$ cat config.mk
export PLATFORM = sky130hd
export DESIGN_NAME = sbet_top
export DESIGN_NICKNAME = d
export VERILOG_FILES = /design/src/common/sbet_pkg.sv /design/src/design/sbet_top.sv
export SDC_FILE = /design/constraint.sdc
export NUM_CORES = 1
export LEC_CHECK = 0
export ABC_AREA = 1
export BUFFER_PORTS_ARGS = -buffer_cell sky130_fd_sc_hd__buf_2
export CAP_MARGIN = 20
export CORE_MARGIN = 5
export CORE_UTILIZATION = 55
export DETAILED_ROUTE_END_ITERATION = 12
export HOLD_SLACK_MARGIN = 0.08
export PLACE_DENSITY = 0.93
export RECOVER_POWER = 25
export SYNTH_ARGS = -nofsm -noshare
export SYNTH_HDL_FRONTEND = slang
export SYNTH_SLANG_ARGS = --single-unit
$ cat constraint.sdc
create_clock -name CLK_IN -period 2.5 [get_ports CLK_IN]
set_input_delay 0.125 -clock CLK_IN [delete_from_list [all_inputs] [get_ports CLK_IN]]
set_output_delay 0.125 -clock CLK_IN [all_outputs]
set_load 0.005 [all_outputs]
$ cat src/common/sbet_pkg.sv
// Register map, field layout and encodings of the sixteen-bit event timer.
package sbet_pkg;

	// Register byte addresses on the bus.
	localparam logic [7:0] ADDR_CONTROL_A = 8'h00;
	localparam logic [7:0] ADDR_CONTROL_B = 8'h04;
	localparam logic [7:0] ADDR_EVENT_CTL = 8'h08;
	localparam logic [7:0] ADDR_FLAGS     = 8'h0c;
	localparam logic [7:0] ADDR_STATUS    = 8'h10;
	localparam logic [7:0] ADDR_COUNT     = 8'h14;
	localparam logic [7:0] ADDR_COMPARE   = 8'h18;

	// Field positions.
	localparam int EN_BIT      = 0;
	localparam int SRC_LSB     = 1;
	localparam int MODE_LSB    = 0;
	localparam int PIN_EN_BIT  = 4;
	localparam int PIN_INI_BIT = 5;
	localparam int EDGE_BIT    = 4;
	localparam int FCAP_BIT    = 0;
	localparam int FOVR_BIT    = 1;
	localparam int RUN_BIT     = 0;

	// Operating modes.
	localparam logic [2:0] MODE_PERIODIC = 3'h0;
	localparam logic [2:0] MODE_TIMEOUT  = 3'h1;
	localparam logic [2:0] MODE_CAP_EV   = 3'h2;
	localparam logic [2:0] MODE_FREQ     = 3'h3;
	localparam logic [2:0] MODE_PWIDTH   = 3'h4;
	localparam logic [2:0] MODE_FRQPW    = 3'h5;
	localparam logic [2:0] MODE_SINGLE   = 3'h6;
	localparam logic [2:0] MODE_PWM8     = 3'h7;

	// Counter clock sources.
	localparam logic [1:0] SRC_DIV1      = 2'h0;
	localparam logic [1:0] SRC_DIV2      = 2'h1;
	localparam logic [1:0] SRC_COMPANION = 2'h2;
	localparam logic [1:0] SRC_EVENT     = 2'h3;

	// Values after reset.
	localparam logic [2:0]  MODE_RST    = MODE_PERIODIC;
	localparam logic [1:0]  SRC_RST     = SRC_DIV1;
	localparam logic [15:0] COUNT_RST   = 16'h0000;
	localparam logic [15:0] COMPARE_RST = 16'h0000;

	// Run state of the time-out check.
	typedef enum logic [1:0] {
		RUN_IDLE   = 2'b01,
		RUN_ACTIVE = 2'b10
	} sbet_run_e;

endpackage : sbet_pkg

$ cat src/design/sbet_top.sv
// Sixteen-bit event timer with an AHB-Lite register slave.
`timescale 1ns/1ps
`default_nettype none

// Operation
// - Counter clock comes from divided system clock, companion timer or event input.
// - Companion timer source advances the counter on the companion's own ticks.
// - Counter is sixteen bits; bottom zero, maximum all ones, top is compare.
// - Eight mode codes are selectable in control register b; all codes but time-out and capture run as periodic.
// - Reset leaves the block in periodic interrupt mode.
// - Pin enable puts the waveform on the pin instead of port data.
// - Enable starts counting on the chosen clock, in time-out mode only from the start edge; count is readable.
// - Reaching top sets capture flag and pulses the capture event.
// - Top below count: run to maximum, flag overflow, wrap to zero.
// - Periodic mode counts up to the compare value then restarts.
// - Time-out check starts on one edge, freezes on the next.
// - Time-out start and stop polarity follows the edge select bit.
// - Time-out reaching top before stop sets capture flag and event.
// - Frozen reads of count or compare, and run writes, change nothing.
// - Input capture mode counts freely zero to maximum and wraps.
// - Each capture edge copies count to compare and raises capture.
// - Capture edge detector responds to rising or falling edges.
// - In capture mode reading compare clears the capture flag.
// - Capture mode flags overflow and pulses event at maximum count.
module sbet_top #(
	parameter int CNT_W = 16
) (
	// Clock and reset.
	input  wire logic        CLK_IN,
	input  wire logic        NRST_IN,
	// AHB-Lite slave.
	input  wire logic        HSEL_IN,
	input  wire logic [31:0] HADDR_IN,
	input  wire logic [1:0]  HTRANS_IN,
	input  wire logic        HWRITE_IN,
	input  wire logic [2:0]  HSIZE_IN,
	input  wire logic [31:0] HWDATA_IN,
	input  wire logic        HREADY_IN,
	output logic      [31:0] HRDATA_OUT,
	output logic             HREADYOUT_OUT,
	output logic             HRESP_OUT,
	// Clock and event sources.
	input  wire logic        COMP_TICK_IN,
	input  wire logic        EVENT_IN,
	// Pin and events out.
	input  wire logic        PORT_OUT_IN,
	output logic             PIN_OUT,
	output logic             CAPTURE_EVENT_OUT,
	output logic             OVERFLOW_EVENT_OUT
);

	localparam logic [CNT_W-1:0] MAXV = '1;

	// Only widths the bus word can carry are served.
	if (CNT_W < 2 || CNT_W > 32) begin : g_bad_width
		$error("CNT_W must be 2 to 32");
	end

	logic [7:0]       addr_q;
	logic             wr_pend_q;
	logic             rd_wait_q;
	logic [31:0]      rdata_q;
	logic             en_q;
	logic [1:0]       src_q;
	logic [2:0]       mode_q;
	logic             pin_en_q;
	logic             pin_ini_q;
	logic             edge_q;
	logic             cap_flag_q;
	logic             ovr_flag_q;
	logic [CNT_W-1:0] cv_q;
	logic [CNT_W-1:0] ccv_q;
	logic             div_q;
	logic             ev_s1_q;
	logic             ev_s2_q;
	logic             ev_s3_q;
	logic             wave_q;
	logic             cap_ev_q;
	logic             ovr_ev_q;
	sbet_pkg::sbet_run_e run_q;

	logic acc;
	logic acc_rd;
	logic wr_a;
	logic wr_b;
	logic wr_ev;
	logic wr_fl;
	logic wr_cv;
	logic wr_ccv;
	logic ev_rise;
	logic ev_fall;
	logic edge_hit;
	logic tick;
	logic is_to;
	logic is_cap;
	logic counting;
	logic start;
	logic top_hit;
	logic max_hit;
	logic cap_hit;
	logic rd_clr;
	logic running;

	// A transfer is taken when selected, non-idle and the bus is ready.
	assign acc    = HSEL_IN & HTRANS_IN[1] & HREADY_IN;
	assign acc_rd = acc & ~HWRITE_IN;

	// Writes land in the data phase, which never waits.
	assign wr_a   = wr_pend_q && addr_q == sbet_pkg::ADDR_CONTROL_A;
	assign wr_b   = wr_pend_q && addr_q == sbet_pkg::ADDR_CONTROL_B;
	assign wr_ev  = wr_pend_q && addr_q == sbet_pkg::ADDR_EVENT_CTL;
	assign wr_fl  = wr_pend_q && addr_q == sbet_pkg::ADDR_FLAGS;
	assign wr_cv  = wr_pend_q && addr_q == sbet_pkg::ADDR_COUNT;
	assign wr_ccv = wr_pend_q && addr_q == sbet_pkg::ADDR_COMPARE;

	// Address phase capture; a read adds one wait so it sees settled registers.
	always_ff @(posedge CLK_IN or negedge NRST_IN) begin
		if (!NRST_IN) begin
			addr_q    <= 8'h00;
			wr_pend_q <= 1'b0;
			rd_wait_q <= 1'b0;
		end else begin
			if (acc) begin
				addr_q <= HADDR_IN[7:0];
			end
			wr_pend_q <= acc & HWRITE_IN;
			rd_wait_q <= acc_rd;
		end
	end

	assign HREADYOUT_OUT = ~rd_wait_q;
	assign HRESP_OUT     = 1'b0;
	assign HRDATA_OUT    = rdata_q;

	// Read data is loaded during the wait cycle; unmapped words read zero.
	always_ff @(posedge CLK_IN or negedge NRST_IN) begin
		if (!NRST_IN) begin
			rdata_q <= 32'h0000_0000;
		end else if (rd_wait_q) begin
			rdata_q <= 32'h0000_0000;
			case (addr_q)
				sbet_pkg::ADDR_CONTROL_A: begin
					rdata_q[sbet_pkg::EN_BIT]                   <= en_q;
					rdata_q[sbet_pkg::SRC_LSB +: 2]             <= src_q;
				end
				sbet_pkg::ADDR_CONTROL_B: begin
					rdata_q[sbet_pkg::MODE_LSB +: 3]            <= mode_q;
					rdata_q[sbet_pkg::PIN_EN_BIT]               <= pin_en_q;
					rdata_q[sbet_pkg::PIN_INI_BIT]              <= pin_ini_q;
				end
				sbet_pkg::ADDR_EVENT_CTL: rdata_q[sbet_pkg::EDGE_BIT] <= edge_q;
				sbet_pkg::ADDR_FLAGS: begin
					rdata_q[sbet_pkg::FCAP_BIT]                 <= cap_flag_q;
					rdata_q[sbet_pkg::FOVR_BIT]                 <= ovr_flag_q;
				end
				sbet_pkg::ADDR_STATUS:  rdata_q[sbet_pkg::RUN_BIT] <= running;
				sbet_pkg::ADDR_COUNT:   rdata_q[CNT_W-1:0] <= cv_q;
				sbet_pkg::ADDR_COMPARE: rdata_q[CNT_W-1:0] <= ccv_q;
				default:                rdata_q <= 32'h0000_0000;
			endcase
		end
	end

	// Control fields; the mode resets to periodic interrupt.
	always_ff @(posedge CLK_IN or negedge NRST_IN) begin
		if (!NRST_IN) begin
			en_q      <= 1'b0;
			src_q     <= sbet_pkg::SRC_RST;
			mode_q    <= sbet_pkg::MODE_RST;
			pin_en_q  <= 1'b0;
			pin_ini_q <= 1'b0;
			edge_q    <= 1'b0;
		end else begin
			if (wr_a) begin
				en_q  <= HWDATA_IN[sbet_pkg::EN_BIT];
				src_q <= HWDATA_IN[sbet_pkg::SRC_LSB +: 2];
			end
			if (wr_b) begin
				mode_q    <= HWDATA_IN[sbet_pkg::MODE_LSB +: 3];
				pin_en_q  <= HWDATA_IN[sbet_pkg::PIN_EN_BIT];
				pin_ini_q <= HWDATA_IN[sbet_pkg::PIN_INI_BIT];
			end
			if (wr_ev) begin
				edge_q <= HWDATA_IN[sbet_pkg::EDGE_BIT];
			end
		end
	end

	// The event line comes from another block; two stages before any use.
	always_ff @(posedge CLK_IN or negedge NRST_IN) begin
		if (!NRST_IN) begin
			ev_s1_q <= 1'b0;
			ev_s2_q <= 1'b0;
			ev_s3_q <= 1'b0;
		end else begin
			ev_s1_q <= EVENT_IN;
			ev_s2_q <= ev_s1_q;
			ev_s3_q <= ev_s2_q;
		end
	end

	// Pulses shorter than one clock may slip through the stages unseen.
	assign ev_rise  = ev_s2_q & ~ev_s3_q;
	assign ev_fall  = ~ev_s2_q & ev_s3_q;
	assign edge_hit = edge_q ? ev_fall : ev_rise;

	// Divide-by-two prescaler tap.
	always_ff @(posedge CLK_IN or negedge NRST_IN) begin
		if (!NRST_IN) begin
			div_q <= 1'b0;
		end else begin
			div_q <= ~div_q;
		end
	end

	// Counter clock selection.
	always_comb begin
		case (src_q)
			sbet_pkg::SRC_DIV1:      tick = 1'b1;
			sbet_pkg::SRC_DIV2:      tick = div_q;
			sbet_pkg::SRC_COMPANION: tick = COMP_TICK_IN;
			sbet_pkg::SRC_EVENT:     tick = ev_rise;
			default:                 tick = 1'b0;
		endcase
	end

	assign is_to  = mode_q == sbet_pkg::MODE_TIMEOUT;
	assign is_cap = mode_q == sbet_pkg::MODE_CAP_EV;

	// Time-out check run state: a start edge arms, the next edge freezes.
	always_ff @(posedge CLK_IN or negedge NRST_IN) begin
		if (!NRST_IN) begin
			run_q <= sbet_pkg::RUN_IDLE;
		end else if (!en_q || !is_to) begin
			run_q <= sbet_pkg::RUN_IDLE;
		end else if (edge_hit) begin
			case (run_q)
				sbet_pkg::RUN_IDLE:   run_q <= sbet_pkg::RUN_ACTIVE;
				sbet_pkg::RUN_ACTIVE: run_q <= sbet_pkg::RUN_IDLE;
				default:              run_q <= sbet_pkg::RUN_IDLE;
			endcase
		end
	end

	assign running  = en_q & (~is_to | (run_q == sbet_pkg::RUN_ACTIVE));
	assign counting = running & tick;
	assign start    = en_q & is_to & (run_q == sbet_pkg::RUN_IDLE) & edge_hit;
	assign top_hit  = counting & ~is_cap & (cv_q == ccv_q);
	assign max_hit  = counting & (cv_q == MAXV);
	assign cap_hit  = en_q & is_cap & edge_hit;
	// Reading compare in capture mode counts as reading its low byte.
	assign rd_clr   = rd_wait_q & is_cap & addr_q == sbet_pkg::ADDR_COMPARE;

	// Counter; a bus write wins over counting and restart.
	always_ff @(posedge CLK_IN or negedge NRST_IN) begin
		if (!NRST_IN) begin
			cv_q <= CNT_W'(sbet_pkg::COUNT_RST);
		end else if (wr_cv) begin
			cv_q <= HWDATA_IN[CNT_W-1:0];
		end else if (start) begin
			cv_q <= '0;
		end else if (counting) begin
			if (cv_q == MAXV) begin
				cv_q <= '0;
			end else if (top_hit && !is_to) begin
				cv_q <= '0;
			end else begin
				cv_q <= cv_q + 1'b1;
			end
		end
	end

	// Compare value; a capture copies the live count.
	always_ff @(posedge CLK_IN or negedge NRST_IN) begin
		if (!NRST_IN) begin
			ccv_q <= CNT_W'(sbet_pkg::COMPARE_RST);
		end else if (wr_ccv) begin
			ccv_q <= HWDATA_IN[CNT_W-1:0];
		end else if (cap_hit) begin
			ccv_q <= cv_q;
		end
	end

	// Sticky flags: hardware set wins over a write-one or read clear.
	always_ff @(posedge CLK_IN or negedge NRST_IN) begin
		if (!NRST_IN) begin
			cap_flag_q <= 1'b0;
			ovr_flag_q <= 1'b0;
		end else begin
			if (top_hit || cap_hit) begin
				cap_flag_q <= 1'b1;
			end else if ((wr_fl && HWDATA_IN[sbet_pkg::FCAP_BIT]) || rd_clr) begin
				cap_flag_q <= 1'b0;
			end
			if (max_hit) begin
				ovr_flag_q <= 1'b1;
			end else if (wr_fl && HWDATA_IN[sbet_pkg::FOVR_BIT]) begin
				ovr_flag_q <= 1'b0;
			end
		end
	end

	// Event outputs are one-cycle registered pulses.
	always_ff @(posedge CLK_IN or negedge NRST_IN) begin
		if (!NRST_IN) begin
			cap_ev_q <= 1'b0;
			ovr_ev_q <= 1'b0;
		end else begin
			cap_ev_q <= top_hit | cap_hit;
			ovr_ev_q <= max_hit;
		end
	end

	assign CAPTURE_EVENT_OUT  = cap_ev_q;
	assign OVERFLOW_EVENT_OUT = ovr_ev_q;

	// Waveform starts at its initial level and toggles on each top match.
	always_ff @(posedge CLK_IN or negedge NRST_IN) begin
		if (!NRST_IN) begin
			wave_q <= 1'b0;
		end else if (!en_q) begin
			wave_q <= pin_ini_q;
		end else if (top_hit) begin
			wave_q <= ~wave_q;
		end
	end

	// Pin enable overrides the port data register.
	assign PIN_OUT = pin_en_q ? wave_q : PORT_OUT_IN;
endmodule : sbet_top

`default_nettype wire

==> results.yml <==
worst_hold_path:
  min-delay-start: "HWDATA_IN[1]"
  holdPathStages: 4
  hold-path-endpoint: "ovr_flag_q"
  hold_path.class: "in2reg"
critical_path:
  rr_worst_depth: 8
  crit_required_ns: 2.72
  r2r-start: "addr_q[5]"
  arrival_ns: 2.42
  crit_start: "addr_q[5]"
  end_kind: "flop"
  rrSetupSlack_ns: 0.31
  start_kind: "flop"
  critPathKind: "reg2reg"
  r2r_end: "ccv_q[0]"
  path_max_fanout: 23
sta:
  final_hold_viol_count: 0
  slew_headroom_pct: 35.92
  min_period_ns: 2.193
  rsz0062_at_grt: "false"
  fmax_mhz: 455.9
  finClkSkew_ns: 0.008432
  setup_viol: 0
  finalSetupTns_ns: 0
  finalCritPeriodShare_pct: 87.73
  slew_violations: 0
  worst_pin_slew_ns: 0.9611
detailed_routing:
  drt-total-wl_um: 13830
  wl_per_cell_um: 16.90
  firstDrtPassIters: 6
  drtAntennaViolNets: 0
  vias: 4733
  drt_iter0_markers: 549
  drc: 0
  viasPerCell: 5.786
finish:
  drive_gt1_share_pct: 15.43
  final_area_um2: 5379
  area_growth_pct: 13.55
  final-seq-area_um2: 1953
  antenna_cells: 0
  finalNetCount: 787
  nFillCells: 661
  multi_input_area_um2: 2228
power:
  intPower_w: 0.002124
  swShare_pct: 27.70
  p_per_area_nw_per_um2: 546.1
  vdd_drop_max_uv: 505.0
  switching_power_w: 0.0008138
  comb_power_share_pct: 13.1
  pwr-share-clk_pct: 38.7
  p_leak_nw: 2.798
  power_frac_seq_pct: 48.2
floorplan:
  dieArea_um2: 10570
  rows: 33
  initial_core_util_pct: 57.08
  die_h_um: 102.8
  ios: 114
  core-area_um2: 8299
  die-width_um: 102.8
synthesis:
  synth_seq_area_share_pct: 41.23
  ys_top_cells_by_area: "dfrtp_1, nand2_1, nand3_1"
  synth_cell_type_count: 40
  syn_area_um2: 4737
  yosysMostFrequentCell: "nand2_1"
  synthTopCellsByCount: "nand2_1, dfrtp_1, inv_1"
  synth_top_area_cell: "dfrtp_1"
  ys_warn_count: 0
  synth.avg_cell_area_um2: 7.344
  async_flop_share_pct: 100.0
  synth.top_cell.area_share_pct: 40.68
  ys_ff_latch: 78
  synth_top_flop_cell: "dfrtp_1"
  synth_edf_count: 0
  syn_inst: 645
global_routing:
  grt_overflow: 0
  use_met3_pct: 5.751
  grtUsageMet1_pct: 36.39
  grt_pass1_wl_um: 22570
  grtUsageMet2_pct: 43.55
  antenna_found_initial: 0
  grt_pass1_vias: 4629
  grt-busiest-layer: "met2"
  grt_max_degree: 79
  grt_use_total_pct: 27.36
cts:
  cts_tree: "yes"
  clock_latency_ns: 0.35
  path_clk_slew_ns: 0.08
  cts.sinks: 78
  cts_root_buf: "clkbuf_8"
  cts_max_level: 3
  post_cts_buffers: 0
  cts_buffers: 9
  clockBufferDepth: 2
place:
  io_buffers: 52
  place_congestion: 0.9198
  place_hpwl_um: 9118
  dpl-instance-area_um2: 4930
status:
  outcome: "finished, final reports clean"
job:
  max-cap-violations: 0
==> sequential cells by signal, summed over array words and instances (netlist names), 2 cells and up <==
name / cells
addr_q: 8
src_q: 2
HRDATA_OUT: 16
mode_q: 3
cv_q: 16
ccv_q: 16
run_q: 2
==> worst max path at each step <==
stage / cells after the start / to / slack [ns]
5_1_grt: 8 / ccv_q[1] / 0.24
3_3_place_gp: 8 / ccv_q[1] / 0.53
6_report: 8 / ccv_q[0] / 0.31
3_5_place_dp: 8 / ccv_q[2] / 0.44
4_1_cts: 8 / ccv_q[2] / 0.41
2_1_floorplan: 11 / cv_q[2] / 0.95
==> power by group through the flow <==
stage	Clock, W	Combinational, W	Sequential [W]
floorplan	0	0.000280	0.00140
global placement	0	0.000331	0.00143
detailed placement	0	0.000348	0.00143
CTS	0.00114	0.000378	0.00141
global route	0.00120	0.000431	0.00142
finish	0.00114	0.000385	0.00141
==> final cells by class <==
cell class	count	share of cell area [%]
Clock inverter	6	2.070
Tap cell	105	2.442
Inverter	88	6.164
Clock buffer	9	2.303
Multi-Input combinational cell	455	41.43
Timing Repair Buffer	77	9.281
Sequential cell	78	36.31
==> kinds of logic after synthesis <==
group                      synth area share [%]
and+or+nand+nor                           32.52
buffers and inverters                     13.00
AOI/OAI and AO/OA                         10.41
DFF                                       41.23
xor gates and xnor gates                  2.034
muxes                                    0.4754
adders and majority gates                0.2641
other                                   0.07916
==> cells in the final DEF, fill, tap and decap left out, types with 2 or more instances in the layout <==
cell type / instances
o21ai_0: 29
nor3_1: 3
clkinv_2: 2
o221ai_1: 4
a21oi_1: 13
buf_2: 51
dfrtp_1: 77
o21ai_1: 14
clkbuf_8: 9
nand2_2: 4
dlygate4sd3_1: 21
nor2_1: 60
nand2_1: 171
nand4_1: 8
o211ai_1: 10
nand2_4: 3
bufinv_16: 3
conb_1: 17
nor2_4: 3
o22ai_1: 14
nand3_2: 7
inv_2: 10
xor2_1: 10
buf_4: 3
nor2_2: 6
nand3_1: 68
inv_1: 77
==> worst max-delay path: stages (launching register included) <==
cell      delay [ns]
dfrtp_1         0.42
inv_1           0.09
nand2_1         0.09
nor2_4          0.22
nand3_4         0.26
clkinv_2        0.29
nand2_4         0.24
nand2_4         0.28
o221ai_1        0.15
==> per-stage QoR <==
stage | hold slack (ns) | cells | worst slack [ns] | util, % | power (W)
floorplan | -0.1706 | 661 | 0.9530 | - | 0.001679
global placement | 0.2334 | 781 | 0.5272 | 59.40 | 0.001757
detailed placement | 0.2413 | 781 | 0.4404 | 59.40 | 0.001783
CTS | 0.08507 | 817 | 0.4144 | 64.77 | 0.002928
global route | 0.08982 | 818 | 0.2416 | 64.81 | 0.003054
finish | 0.09187 | 818 | 0.3067 | 64.81 | 0.002938
==> per-layer routing <==
| metal | wire length [um] | vias up |
|---|---|---|
| li1 | - | 2162 |
| met1 | 5400 | 2170 |
| met2 | 6402 | 335 |
| met3 | 1473 | 66 |
| met4 | 550 | 0 |
| met5 | 0 | - |
==> timing repair <==
item                                   4_1_cts  5_1_grt
endpoints found under the hold margin       98        0
hold buffers                                21        0
resized for setup                            0        0
No activity file was read; power rests on OpenSTA's default activity.
